`src/shared/vsc_pkg.sv`:
```
// shared constants and types for the video serializer control block
package vsc_pkg;

  // dot clock multiplier of the on-chip oscillator
  localparam int unsigned DOT_MULT         = 5;
  // dots per video word and per character in windowed mode
  localparam int unsigned DOTS_PER_WORD    = 16;
  localparam int unsigned DOTS_PER_CHAR_W  = 8;
  localparam int unsigned WORD_W           = 16;
  localparam int unsigned CODE_W           = 3;
  localparam int unsigned FIFO_DEPTH       = 32;

  // dot counter positions
  localparam logic [3:0]  DOT_FIRST        = 4'h0;
  localparam logic [3:0]  DOT_LAST         = 4'hF;
  localparam logic [3:0]  DOT_MID          = 4'h7;
  localparam logic [2:0]  CHAR_LAST_W      = 3'h7;

  // extra shift pulse width after a transfer cycle
  localparam int unsigned CLK_PERIOD_NS    = 100;
  localparam int unsigned EXTRA_SHIFT_NS   = 200;
  localparam int unsigned EXTRA_SHIFT_CYC  =
    (EXTRA_SHIFT_NS + CLK_PERIOD_NS - 1) / CLK_PERIOD_NS;
  localparam logic [1:0]  EXTRA_SHIFT_LD   = 2'(EXTRA_SHIFT_CYC);

  // reset values
  localparam logic        RST_BLANK        = 1'b1;
  localparam logic        RST_LOAD_N       = 1'b1;
  localparam logic [15:0] RST_WORD         = 16'h0000;
  localparam logic [2:0]  RST_CODE         = 3'h0;

  typedef struct packed {
    logic [CODE_W-1:0] code;
    logic [WORD_W-1:0] data;
  } vsc_entry_t;

endpackage

```
`src/logic/vsc_timer.sv`:
```
// dot counter producing character and video word clocks
module vsc_timer (
  input  wire logic clk,
  input  wire logic rst_n,
  input  wire logic windowed,
  output logic      character_clock,
  output logic      video_word_clock,
  output logic      char_last,
  output logic      word_last,
  output logic      word_mid
);

  logic [3:0] dot;
  logic [3:0] next_dot;

  assign next_dot  = 4'(dot + 4'h1);
  assign word_last = (dot == vsc_pkg::DOT_LAST);
  assign word_mid  = (dot == vsc_pkg::DOT_MID);
  assign char_last = windowed ? (dot[2:0] == vsc_pkg::CHAR_LAST_W) : word_last;

  // free running, never gated by blanking
  always_ff @(posedge clk) begin
    if (!rst_n) begin
      dot <= vsc_pkg::DOT_FIRST;
    end else begin
      dot <= next_dot;
    end
  end

  // divide by sixteen, or by eight then two when windowed
  always_ff @(posedge clk) begin
    if (!rst_n) begin
      character_clock  <= 1'b1;
      video_word_clock <= 1'b1;
    end else begin
      character_clock  <= windowed ? !next_dot[2] : !next_dot[3];
      video_word_clock <= !next_dot[3];
    end
  end

endmodule // vsc_timer

```
`src/logic/vsc_fifo.sv`:
```
// word fifo with valid and ready on both sides
module vsc_fifo #(
  parameter int unsigned WIDTH = 19,
  parameter int unsigned DEPTH = 32
) (
  input  wire logic             clk,
  input  wire logic             rst_n,
  input  wire logic [WIDTH-1:0] in_data,
  input  wire logic             in_valid,
  output logic                  in_ready,
  output logic [WIDTH-1:0]      out_data,
  output logic                  out_valid,
  input  wire logic             out_ready
);

  localparam int unsigned AW = $clog2(DEPTH);

  logic [WIDTH-1:0] mem [DEPTH];
  logic [AW-1:0]    wr_ptr;
  logic [AW-1:0]    rd_ptr;
  logic [AW-1:0]    rd_next;
  logic [AW:0]      count;
  logic [AW:0]      next_count;
  logic             push;
  logic             pop;

  assign push       = in_valid && in_ready;
  assign pop        = out_valid && out_ready;
  assign next_count = (AW+1)'(count + {{AW{1'b0}}, push} - {{AW{1'b0}}, pop});
  assign rd_next    = pop ? AW'((rd_ptr + 1'b1) % DEPTH) : rd_ptr;

  always_ff @(posedge clk) begin
    if (push) begin
      mem[wr_ptr] <= in_data;
    end
  end

  // head word registered; a word written into the next head slot passes through
  always_ff @(posedge clk) begin
    if (push && (wr_ptr == rd_next)) begin
      out_data <= in_data;
    end else begin
      out_data <= mem[rd_next];
    end
  end

  always_ff @(posedge clk) begin
    if (!rst_n) begin
      wr_ptr    <= '0;
      rd_ptr    <= '0;
      count     <= '0;
      in_ready  <= 1'b1;
      out_valid <= 1'b0;
    end else begin
      wr_ptr    <= push ? AW'((wr_ptr + 1'b1) % DEPTH) : wr_ptr;
      rd_ptr    <= rd_next;
      count     <= next_count;
      in_ready  <= (next_count != (AW+1)'(DEPTH));
      out_valid <= (next_count != '0);
    end
  end

endmodule // vsc_fifo

```
`src/logic/vsc_top.sv`:
```
// serializer load, shift clock and palette blanking control
// Functional notes
// - dot clock from 5x multiplier, video word clock is dot clock divided by 16
// - dot and word clocks run continuously, never gated by blanking
// - load pulse on last dot of any unblanked period where video control went low
// - first load after blanking ends loads word 0, then one load per word, or per character when windowed
// - plain mode: vram shift clock rises about eight dots after each load
// - serializer serial input is zero; loads suppressed outside active video
// - extra load after active video suppressed by resynchronised blanking
// - palette blank is controller blank ANDed with its delayed copy
// - one shift pulse after each transfer cycle, from the transfer strobe
// - plain mode, during active line, one vram shift edge per word clock
// - plain mode has no window; screen starts on a 16-bit boundary
// - windowed: character divider eight, word clock is character clock over two
// - windowed: first load of line produces first fifo shift-out pulse
// - start code from color data 0-2, input clock from data strobe, mux from video strobe
// - high and low bank serial clocks from data strobe, in opposite phase
// - all controller to fifo signals pass through this one block
// - controller blanking resynchronised to the word clock before it gates loads
module vsc_top #(
  parameter int unsigned WORD_W     = vsc_pkg::WORD_W,
  parameter int unsigned FIFO_DEPTH = vsc_pkg::FIFO_DEPTH
) (
  input  wire logic                      clk,
  input  wire logic                      rst_n,
  input  wire logic                      windowed_mode,
  input  wire logic                      video_control_in,
  input  wire logic                      controller_blank,
  input  wire logic                      transfer_strobe_n,
  input  wire logic                      data_strobe,
  input  wire logic                      video_strobe,
  input  wire logic [7:0]                color_data,
  input  wire logic [WORD_W-1:0]         vram_word,
  input  wire logic                      vram_valid,
  output logic                           vram_ready,
  output logic                           character_clock,
  output logic                           video_word_clock,
  output logic                           serializer_load_n,
  output logic [WORD_W-1:0]              serializer_word,
  output logic [vsc_pkg::CODE_W-1:0]     serializer_code,
  output logic                           serializer_serial_in,
  output logic                           vram_shift_clock,
  output logic                           resync_blank,
  output logic                           palette_blank,
  output logic                           fifo_shift_out_n,
  output logic                           fifo_input_clock,
  output logic [vsc_pkg::CODE_W-1:0]     start_position_code,
  output logic                           mux_select,
  output logic                           serial_clock_high_bank,
  output logic                           serial_clock_low_bank
);

  logic                char_last;
  logic                word_last;
  logic                word_mid;
  logic                vc_seen;
  logic                vc_low;
  logic                load_fire;
  logic                blank_dly;
  logic                line_active;
  logic                plain_shift;
  logic                next_plain_shift;
  logic [1:0]          extra_cnt;
  logic                transfer_strobe_n_q;
  logic                transfer_strobe_n_rise;
  logic                strobe_q;
  logic                strobe_rise;
  logic                bank_phase;
  logic                fifo_in_valid;
  logic                fifo_in_ready;
  logic                fifo_out_valid;
  logic                fifo_pop;
  vsc_pkg::vsc_entry_t fifo_in;
  vsc_pkg::vsc_entry_t fifo_out;

  vsc_timer u_timer (
    .clk              (clk),
    .rst_n            (rst_n),
    .windowed         (windowed_mode),
    .character_clock  (character_clock),
    .video_word_clock (video_word_clock),
    .char_last        (char_last),
    .word_last        (word_last),
    .word_mid         (word_mid)
  );

  // video control seen low anywhere in the load period
  always_ff @(posedge clk) begin
    if (!rst_n) begin
      vc_seen <= 1'b0;
    end else if (char_last) begin
      vc_seen <= 1'b0;
    end else if (!video_control_in) begin
      vc_seen <= 1'b1;
    end
  end

  assign vc_low    = vc_seen || !video_control_in;
  assign load_fire = char_last && vc_low && !resync_blank;
  assign fifo_pop  = load_fire && fifo_out_valid;

  // blanking resampled mid word, so the load at word end already sees it
  always_ff @(posedge clk) begin
    if (!rst_n) begin
      resync_blank <= vsc_pkg::RST_BLANK;
      blank_dly    <= vsc_pkg::RST_BLANK;
    end else if (word_mid) begin
      resync_blank <= controller_blank;
      blank_dly    <= resync_blank;
    end
  end

  always_ff @(posedge clk) begin
    if (!rst_n) begin
      palette_blank <= vsc_pkg::RST_BLANK;
    end else begin
      palette_blank <= controller_blank && blank_dly;
    end
  end

  // active part of the line starts with the first load
  always_ff @(posedge clk) begin
    if (!rst_n) begin
      line_active <= 1'b0;
    end else if (load_fire) begin
      line_active <= 1'b1;
    end else if (resync_blank && word_last) begin
      line_active <= 1'b0;
    end
  end

  // load pulse and word handed to the final serializer
  always_ff @(posedge clk) begin
    if (!rst_n) begin
      serializer_load_n <= vsc_pkg::RST_LOAD_N;
    end else begin
      serializer_load_n <= !load_fire;
    end
  end

  always_ff @(posedge clk) begin
    if (!rst_n) begin
      serializer_word <= vsc_pkg::RST_WORD;
      serializer_code <= vsc_pkg::RST_CODE;
    end else if (load_fire) begin
      serializer_word <= fifo_out_valid ? fifo_out.data : '0;
      serializer_code <= fifo_out_valid ? fifo_out.code : '0;
    end else if (resync_blank) begin
      serializer_word <= '0;
      serializer_code <= '0;
    end
  end

  always_ff @(posedge clk) begin
    if (!rst_n) begin
      serializer_serial_in <= 1'b0;
    end else begin
      serializer_serial_in <= 1'b0;
    end
  end

  // windowed mode: each load shifts the assembly fifo
  always_ff @(posedge clk) begin
    if (!rst_n) begin
      fifo_shift_out_n <= 1'b1;
    end else begin
      fifo_shift_out_n <= !(load_fire && windowed_mode);
    end
  end

  // extra shift pulse after the trailing edge of a transfer strobe
  assign transfer_strobe_n_rise = transfer_strobe_n && !transfer_strobe_n_q;

  always_ff @(posedge clk) begin
    if (!rst_n) begin
      transfer_strobe_n_q    <= 1'b1;
      extra_cnt <= 2'h0;
    end else begin
      transfer_strobe_n_q <= transfer_strobe_n;
      if (transfer_strobe_n_rise) begin
        extra_cnt <= vsc_pkg::EXTRA_SHIFT_LD;
      end else if (extra_cnt != 2'h0) begin
        extra_cnt <= 2'(extra_cnt - 2'h1);
      end
    end
  end

  // plain mode shift clock: rises mid word, falls at word end
  always_comb begin
    next_plain_shift = plain_shift;
    if (!line_active || windowed_mode) begin
      next_plain_shift = 1'b0;
    end else if (word_mid) begin
      next_plain_shift = 1'b1;
    end else if (word_last) begin
      next_plain_shift = 1'b0;
    end
  end

  always_ff @(posedge clk) begin
    if (!rst_n) begin
      plain_shift      <= 1'b0;
      vram_shift_clock <= 1'b0;
    end else begin
      plain_shift      <= next_plain_shift;
      vram_shift_clock <= (extra_cnt != 2'h0) || next_plain_shift;
    end
  end

  // fifo input clock, mux select and start code retimed in this one stage
  assign strobe_rise = data_strobe && !strobe_q;

  always_ff @(posedge clk) begin
    if (!rst_n) begin
      strobe_q            <= 1'b0;
      fifo_input_clock    <= 1'b0;
      mux_select          <= 1'b0;
      start_position_code <= vsc_pkg::RST_CODE;
    end else begin
      strobe_q            <= data_strobe;
      fifo_input_clock    <= data_strobe;
      mux_select          <= video_strobe;
      start_position_code <= windowed_mode ? color_data[2:0] : '0;
    end
  end

  // bank serial clocks toggle after each data strobe rise in windowed mode
  always_ff @(posedge clk) begin
    if (!rst_n) begin
      bank_phase             <= 1'b0;
      serial_clock_high_bank <= 1'b0;
      serial_clock_low_bank  <= 1'b1;
    end else begin
      if (strobe_rise && windowed_mode) begin
        bank_phase <= !bank_phase;
      end
      serial_clock_high_bank <= bank_phase;
      serial_clock_low_bank  <= !bank_phase;
    end
  end

  // word buffer between vram serial port and final serializer
  assign fifo_in_valid = windowed_mode ? strobe_rise : vram_valid;
  assign fifo_in.data  = vram_word;
  assign fifo_in.code  = windowed_mode ? color_data[2:0] : '0;

  vsc_fifo #(
    .WIDTH ($bits(vsc_pkg::vsc_entry_t)),
    .DEPTH (FIFO_DEPTH)
  ) u_fifo (
    .clk       (clk),
    .rst_n     (rst_n),
    .in_data   (fifo_in),
    .in_valid  (fifo_in_valid),
    .in_ready  (fifo_in_ready),
    .out_data  (fifo_out),
    .out_valid (fifo_out_valid),
    .out_ready (fifo_pop)
  );

  assign vram_ready = fifo_in_ready;
endmodule // vsc_top

```
`config.mk`:
```
export PLATFORM = sky130hd
export DESIGN_NAME = vsc_top
export DESIGN_NICKNAME = d
export VERILOG_FILES = /design/src/shared/vsc_pkg.sv /design/src/logic/vsc_timer.sv /design/src/logic/vsc_fifo.sv /design/src/logic/vsc_top.sv
export SDC_FILE = /design/constraint.sdc
export NUM_CORES = 1
export LEC_CHECK = 0
export BUFFER_PORTS_ARGS = -buffer_cell sky130_fd_sc_hd__buf_2
export CAP_MARGIN = 15
export CELL_PAD_IN_SITES_DETAIL_PLACEMENT = 0
export CELL_PAD_IN_SITES_GLOBAL_PLACEMENT = 1
export CORE_MARGIN = 5
export CORE_UTILIZATION = 43
export DETAILED_ROUTE_END_ITERATION = 6
export GPL_ROUTABILITY_DRIVEN = 0
export PLACE_DENSITY_LB_ADDON = 0.08
export SLEW_MARGIN = 25
export SYNTH_ARGS = -nofsm -noshare
export SYNTH_HDL_FRONTEND = slang
export SYNTH_SLANG_ARGS = --single-unit
```
`constraint.sdc`:
```
create_clock -name clk -period 3.6 [get_ports clk]
set_input_delay 0.18 -clock clk [delete_from_list [all_inputs] [get_ports clk]]
set_output_delay 0.18 -clock clk [all_outputs]
set_load 0.05 [all_outputs]
```
# --- Word-level counts from Yosys, hierarchy flattened ---
# Memories as Yosys holds them, arrays and structs flattened. A register that Yosys moved wholly into a read port is not among the register bits.
# Index checks and enable logic that the tools add are counted.
word_totals:
  register_bits: 63
  latch_bits: 0
  mem_bits_rw: 608
  mem_bits_ro: 0
  in_bits: 33
  output_inout_bits: 35
  elab_cells: 91
  mem_count: 1
op_classes:
  n_addsub: 6
  multipliers: 0
  n_div: 0
  order_cmp: 0
  eq_ne: 4
  n_shift: 0
  muxes: 20
  bitwise: 1
  reduce_logical: 31
mem_list:
  columns: ["name", "words", "word_bits", "read_ports", "rd_ports_with_merged_regs", "wr", "line", "rtl"]
  rows:
  - ["u_fifo.mem", 32, 19, 1, 1, 1, "vsc_fifo.sv:18", "logic [WIDTH-1:0] mem [DEPTH];"]
op_table:
  columns: ["cell", "n"]
  rows:
  - ["two-way mux 16 bit", 3]
  - ["two-way mux 3 bit", 4]
  - ["logical AND 1 bit", 11]
  - ["adder 5 x 1 -> 5 bit, second input constant", 2]
  - ["logical NOT 1 bit", 10]
  - ["two-way mux 1 bit", 10]
  - ["nonzero test 2 bit", 4]
  - ["adder 6 x 1 -> 6 bit", 1]
  - ["!= test 6 bit, second input constant", 1]
  - ["nonzero test 6 bit", 1]
  - ["subtractor 6 x 1 -> 6 bit", 1]
  - ["two-way mux 5 bit", 1]
  - ["adder 4 x 1 -> 4 bit, second input constant", 1]
  - ["equality test 4 x 3 -> 1 bit, second input constant", 1]
  - ["equality test 4 bit, second input constant", 1]
  - ["two-way mux 2 bit", 2]
  - ["OR reduction 2 bit", 2]
  - ["equality test 3 bit, second input constant", 1]
  - ["logical OR 1 bit", 3]
  - ["subtractor 2 x 1 -> 2 bit, second input constant", 1]
  - ["inverter 1 bit", 1]

# --- Longest topological paths before layout ---
logic_depth:
  word_depth: 8
  mapped_depth: 14
  ltp_nobuf: 14

# --- Modules after synthesis ---
# Synthesis repeated with hierarchy kept, for this count alone.
hier_totals:
  hier_cells: 1448
  hier_area_um2: 26198.9
modules_own_cells:
  columns: ["module", "n_inst", "cells_per_inst", "area_each_um2", "seq_area_each_um2"]
  rows:
  - ["vsc_fifo", 1, 1269, 24454.7, 18718.0]
  - ["vsc_top", 1, 157, 1498.9, 780.7]
  - ["vsc_timer", 1, 22, 245.2, 120.1]

# --- Worst setup path before layout ---
# No wires, ideal clock.
synth_timing:
  path_type: "register -> register"
  startpoint: "register u_timer.dot[0]"
  endpoint: "register u_fifo.out_valid"
  setup_time_ps: 128
  t_arrival_ps: 2817
  required_ps: 3472
  path_slack_ps: 655
  stages_incl_launch_ff: 14
  n_path_buf: 0
  period_less_slack_ps: 2945
  path_cell_list: "dfxtp_1 > ha_1 > ha_1 > and2_1 > o211ai_2 > inv_2 > ha_1 > inv_1 > ha_1 > fa_1 > xor2_1 > or3_1 > nor3_1 > o21bai_1"
synth_via:
  elab_chain_len: 8
  elab_cells_between_ends: 9
  classes_between: "1 x add/sub; 2 x eq/ne; 1 x mux; 5 x reduce/logical"
synth_rtl:
  columns: ["element", "line", "rtl"]
  rows:
  - ["start: declaration", "vsc_timer.sv:13", "logic [3:0] dot;"]
  - ["start signal: assignment", "vsc_timer.sv:24", "dot <= vsc_pkg::DOT_FIRST;"]
  - ["start signal: assignment", "vsc_timer.sv:26", "dot <= next_dot;"]
  - ["equality test 4 bit or equality test 3 bit (tied branches)", "vsc_timer.sv:17, vsc_timer.sv:19", null]
  - ["two-way mux 1 bit *", "vsc_timer.sv:19", "assign char_last = windowed ? (dot[2:0] == vsc_pkg::CHAR_LAST_W) : word_last;"]
  - ["logical AND 1 bit * (2 in a row)", "vsc_top.sv:99", "assign load_fire = char_last && vc_low && !resync_blank;"]
  - ["logical AND 1 bit *", "vsc_top.sv:100", "assign fifo_pop = load_fire && fifo_out_valid;"]
  - ["logical AND 1 bit *", "vsc_fifo.sv:28", "assign pop = out_valid && out_ready;"]
  - ["subtractor 6 x 1 -> 6 bit *", "vsc_fifo.sv:29", "assign next_count = (AW+1)'(count + {{AW{1'b0}}, push} - {{AW{1'b0}}, pop});"]
  - ["nonzero test 6 bit *", "vsc_fifo.sv:59", "out_valid <= (next_count != '0);"]
  - ["end signal: assignment", "vsc_fifo.sv:59", null]
  - ["end: declaration", "vsc_fifo.sv:12", "output logic out_valid,"]
# Mark *: on every way between the ends. The rest lies on a longest branch, timed or not.
# A chain may end at the register's enable or synchronous reset.

# --- Worst setup path after layout ---
# Ends and elaborated chain as after synthesis.

==> results by group <==
Clock tree
  – Clk_lat worst skew: 610 ps
  – CTS root buffer: clkbuf_16
  – CTS tree: done
  – Worst-path clk slew: 60 ps
  – Post_cts resized: 0
  – Maximum clock path buffer count: 3
  – CTS H-Tree Depth: 3
  – CTS Hold Bufs: 12
  – CTS buffer count: 72
  – CTS Sinks: 676
  – Setup bufs post-CTS: 0

Critical path
  – Flop2flop setup slack: 560 ps
  – WP data required: 4050 ps
  – Critical-path maximum fanout: 4
  – Worst EP arrival: 3500 ps
  – CP startpoint kind: register
  – WS Path Type: register to register
  – Crit. End Element: register
  – FF-to-FF path depth: 13

Global route
  – Initial antenna violation count: 1
  – GR Util All Layers: 0.184
  – First-pass GRT wire length: 89.1 mm
  – Vias in the first global route: 12900
  – Pin count of the biggest net entering global routing: 52
  – GRT overflow: 0

STA
  – Unrepaired setup endpoints after global routing: false
  – F_max: 0.329 GHz
  – Min Tclk post-route: 3040 ps
  – Slew margin rel.: 0.385
  – Pin slew with the least headroom to its limit: 921 ps
  – Clock Skew: 17.3 ps
  – Final max-slew violation count: 0
  – Final worst slack: 558 ps
  – Setup-failing EPs final: 0
  – Period utilization: 0.845
  – Final hold violation count: 0
  – Setup TNS: 0 ps

Status
  – Outcome: completed

Cells and area
  – Post-route cell area: 0.0300 mm²
  – Multi-input logic area: 0.00602 mm²
  – Fillers: 4960
  – Commonest non-fill, non-tap cells in the layout: edfxtp_1 (608), mux4_2 (148), clkbuf_16 (73)
  – Layout Nets: 1461
  – FF+latch area: 0.0196 mm²
  – Layout area overhead: 15.3%
  – Most common cell after layout, fill and taps aside: edfxtp_1
  – Fraction of layout cells with a size suffix above 1: 0.305

Pwr
  – Internal power: 13.2 mW
  – Worst vdd ir: 0.384 mV
  – Leakage: 9.38 nW
  – Clock share of power: 0.434
  – Logic pwr share: 0.042
  – Power per cell area: 556 mW/mm²
  – Flop pwr share: 0.523
  – Sw Pwr: 3.49 mW
  – Net Sw Frac: 0.209

Synthesis
  – Post-Syn Area: 0.0260 mm²
  – Post-synthesis cell type count: 50
  – Warnings from Yosys: 0
  – Post-synth top area cell: edfxtp_1
  – Mux cell area share after synthesis: 0.158
  – #FFs+latches synth: 676
  – Post-Synth Adder-Cell Area: 0.00751
  – Largest family of logic cells by synthesized area: multiplexers
  – Number of synthesized flops with an enable pin: 608
  – Share of flip-flops with an asynchronous set or reset: 0
  – Synth Area in XOR/XNOR: 0.00472
  – Syn_area_per_cell: 20.4 µm²
  – Net count after synthesis: 1321
  – Most frequently used flop master after synthesis: edfxtp_1
  – Ranking of synthesized cells by area: edfxtp_1 (70%), mux4_2 (13%), dfxtp_1 (5.2%), mux2_2 (1.5%), mux2i_1 (1.5%)
  – Syn Inst Count: 1273
  – Post-synthesis compound-gate area fraction: 0.0293
  – Synth top area share: 0.702
  – Simple logic cell fraction of the synthesized area: 0.0288
  – Post-synthesis sequential area ratio: 0.755

Die
  – Core Box Area: 0.0601 mm²
  – Initial Util: 0.432
  – Chip Width: 256 µm
  – Die area: 0.0655 mm²
  – Die Height: 256 µm
  – I/O pin count: 68
  – # rows: 90

Flow run
  – MaxCap Viol Count: 0

Detailed routing
  – Iteration count of the initial detailed-routing pass: 5
  – DRT antenna net count: 0
  – Post-Route WL: 60.6 mm
  – Initial DRC Count: 934
  – WL/cell: 26.9 µm
  – Drc violations: 0
  – Via count: 12500
  – Vias per inst: 5.53

Placement
  – Dpl cell area: 0.0275 mm²
  – Detail Placement HPWL: 35.5 mm
  – Port Buffers: 61
  – Pre-CTS worst setup slack: 566 ps

Worst hold path
  – Worst hold path class: input port to register
  – Hold-critical path depth: 3
==> registers in the layout, summed over array words and instances, names as in the netlist, 2 cells and up, named ones only <==
name / count
u_fifo.mem: 608
serializer_word: 16
u_fifo.count: 6
u_fifo.rd_ptr: 5
u_fifo.wr_ptr: 5
u_timer.dot: 4
serializer_code: 3
start_position_code: 3
extra_cnt: 2
==> layout make-up <==
cell class,instances,area share
antenna,1,0.0000835
clock buffer,92,0.0646
clock inverter,38,0.0124
inverter,13,0.00163
multi-input combinational,518,0.201
sequential,676,0.655
tap,782,0.0326
timing repair buffer,132,0.0331
==> worst paths after layout <==
check | from | endpoint
setup / recovery | u_timer.dot[0]$_SDFF_PN0_ | u_fifo.out_valid$_SDFF_PN0_
setup reg to reg | u_timer.dot[0]$_SDFF_PN0_ | u_fifo.out_valid$_SDFF_PN0_
hold / removal | rst_n | serializer_load_n$_SDFF_PN1_
hold reg to reg | bank_phase$_SDFFE_PN0P_ | serial_clock_low_bank$_SDFF_PN1_
==> metrics by stage <==
stage | power (mW) | hold WS [ps] | cells | util
3_3_place_gp | 9.59 | 377 | 2109 | 0.458
4_1_cts | 16.9 | 37.0 | 2251 | 0.498
6_report | 16.7 | 63.6 | 2252 | 0.499
2_1_floorplan | 9.30 | 279 | 1273 | -
5_1_grt | 17.3 | 79.8 | 2251 | 0.499
3_5_place_dp | 9.60 | 390 | 2109 | 0.458
==> synthesized netlist by cell type (all sizes together), types with 8 or more instances <==
cell / count
o22ai: 8
ha: 14
dfxtp: 68
nor2: 58
a21oi: 36
o21ai: 8
edfxtp: 608
a211oi: 15
inv: 13
and2: 22
buf: 53
nand3: 10
nand2: 24
mux2: 34
clkbuf: 13
a22oi: 30
mux4: 148
xor2: 8
mux2i: 38
==> cells by family (layout without fill, tap and decap cells) <==
logic type | after synthesis | count (layout)
other cells | 1 | 2
xor+xnor | 14 | 14
fa+ha+maj | 15 | 15
buf+inv | 79 | 275
compound gates | 115 | 115
simple gates | 153 | 153
flops | 676 | 676
mux | 220 | 220
==> critical path, cell delays in order, from the launching register on <==
cell and delay (ps):
dfxtp_1 340, ha_1 210, ha_1 170, and2_1 170, o211ai_2 210, inv_2 60, ha_1 270, inv_1 40
ha_1 200, fa_1 440, xor2_1 190, or3_1 320, nor3_1 200, o21bai_1 90
==> power groups by stage <==
stage	Combinational (mW)	Sequential [mW]	Clock, mW
finish	0.706	8.73	7.24
floorplan	0.382	8.92	0
global placement	0.698	8.89	0
detailed placement	0.708	8.89	0
global route	0.784	8.73	7.76
CTS	0.721	8.73	7.45
==> metal layers <==
layer	routed length, µm	track usage
met1	27200	0.264
met2	29500	0.301
met3	2610	0.0301
met4	1270	0.0436
met5	0	0
(Power assumes the default switching activity.)
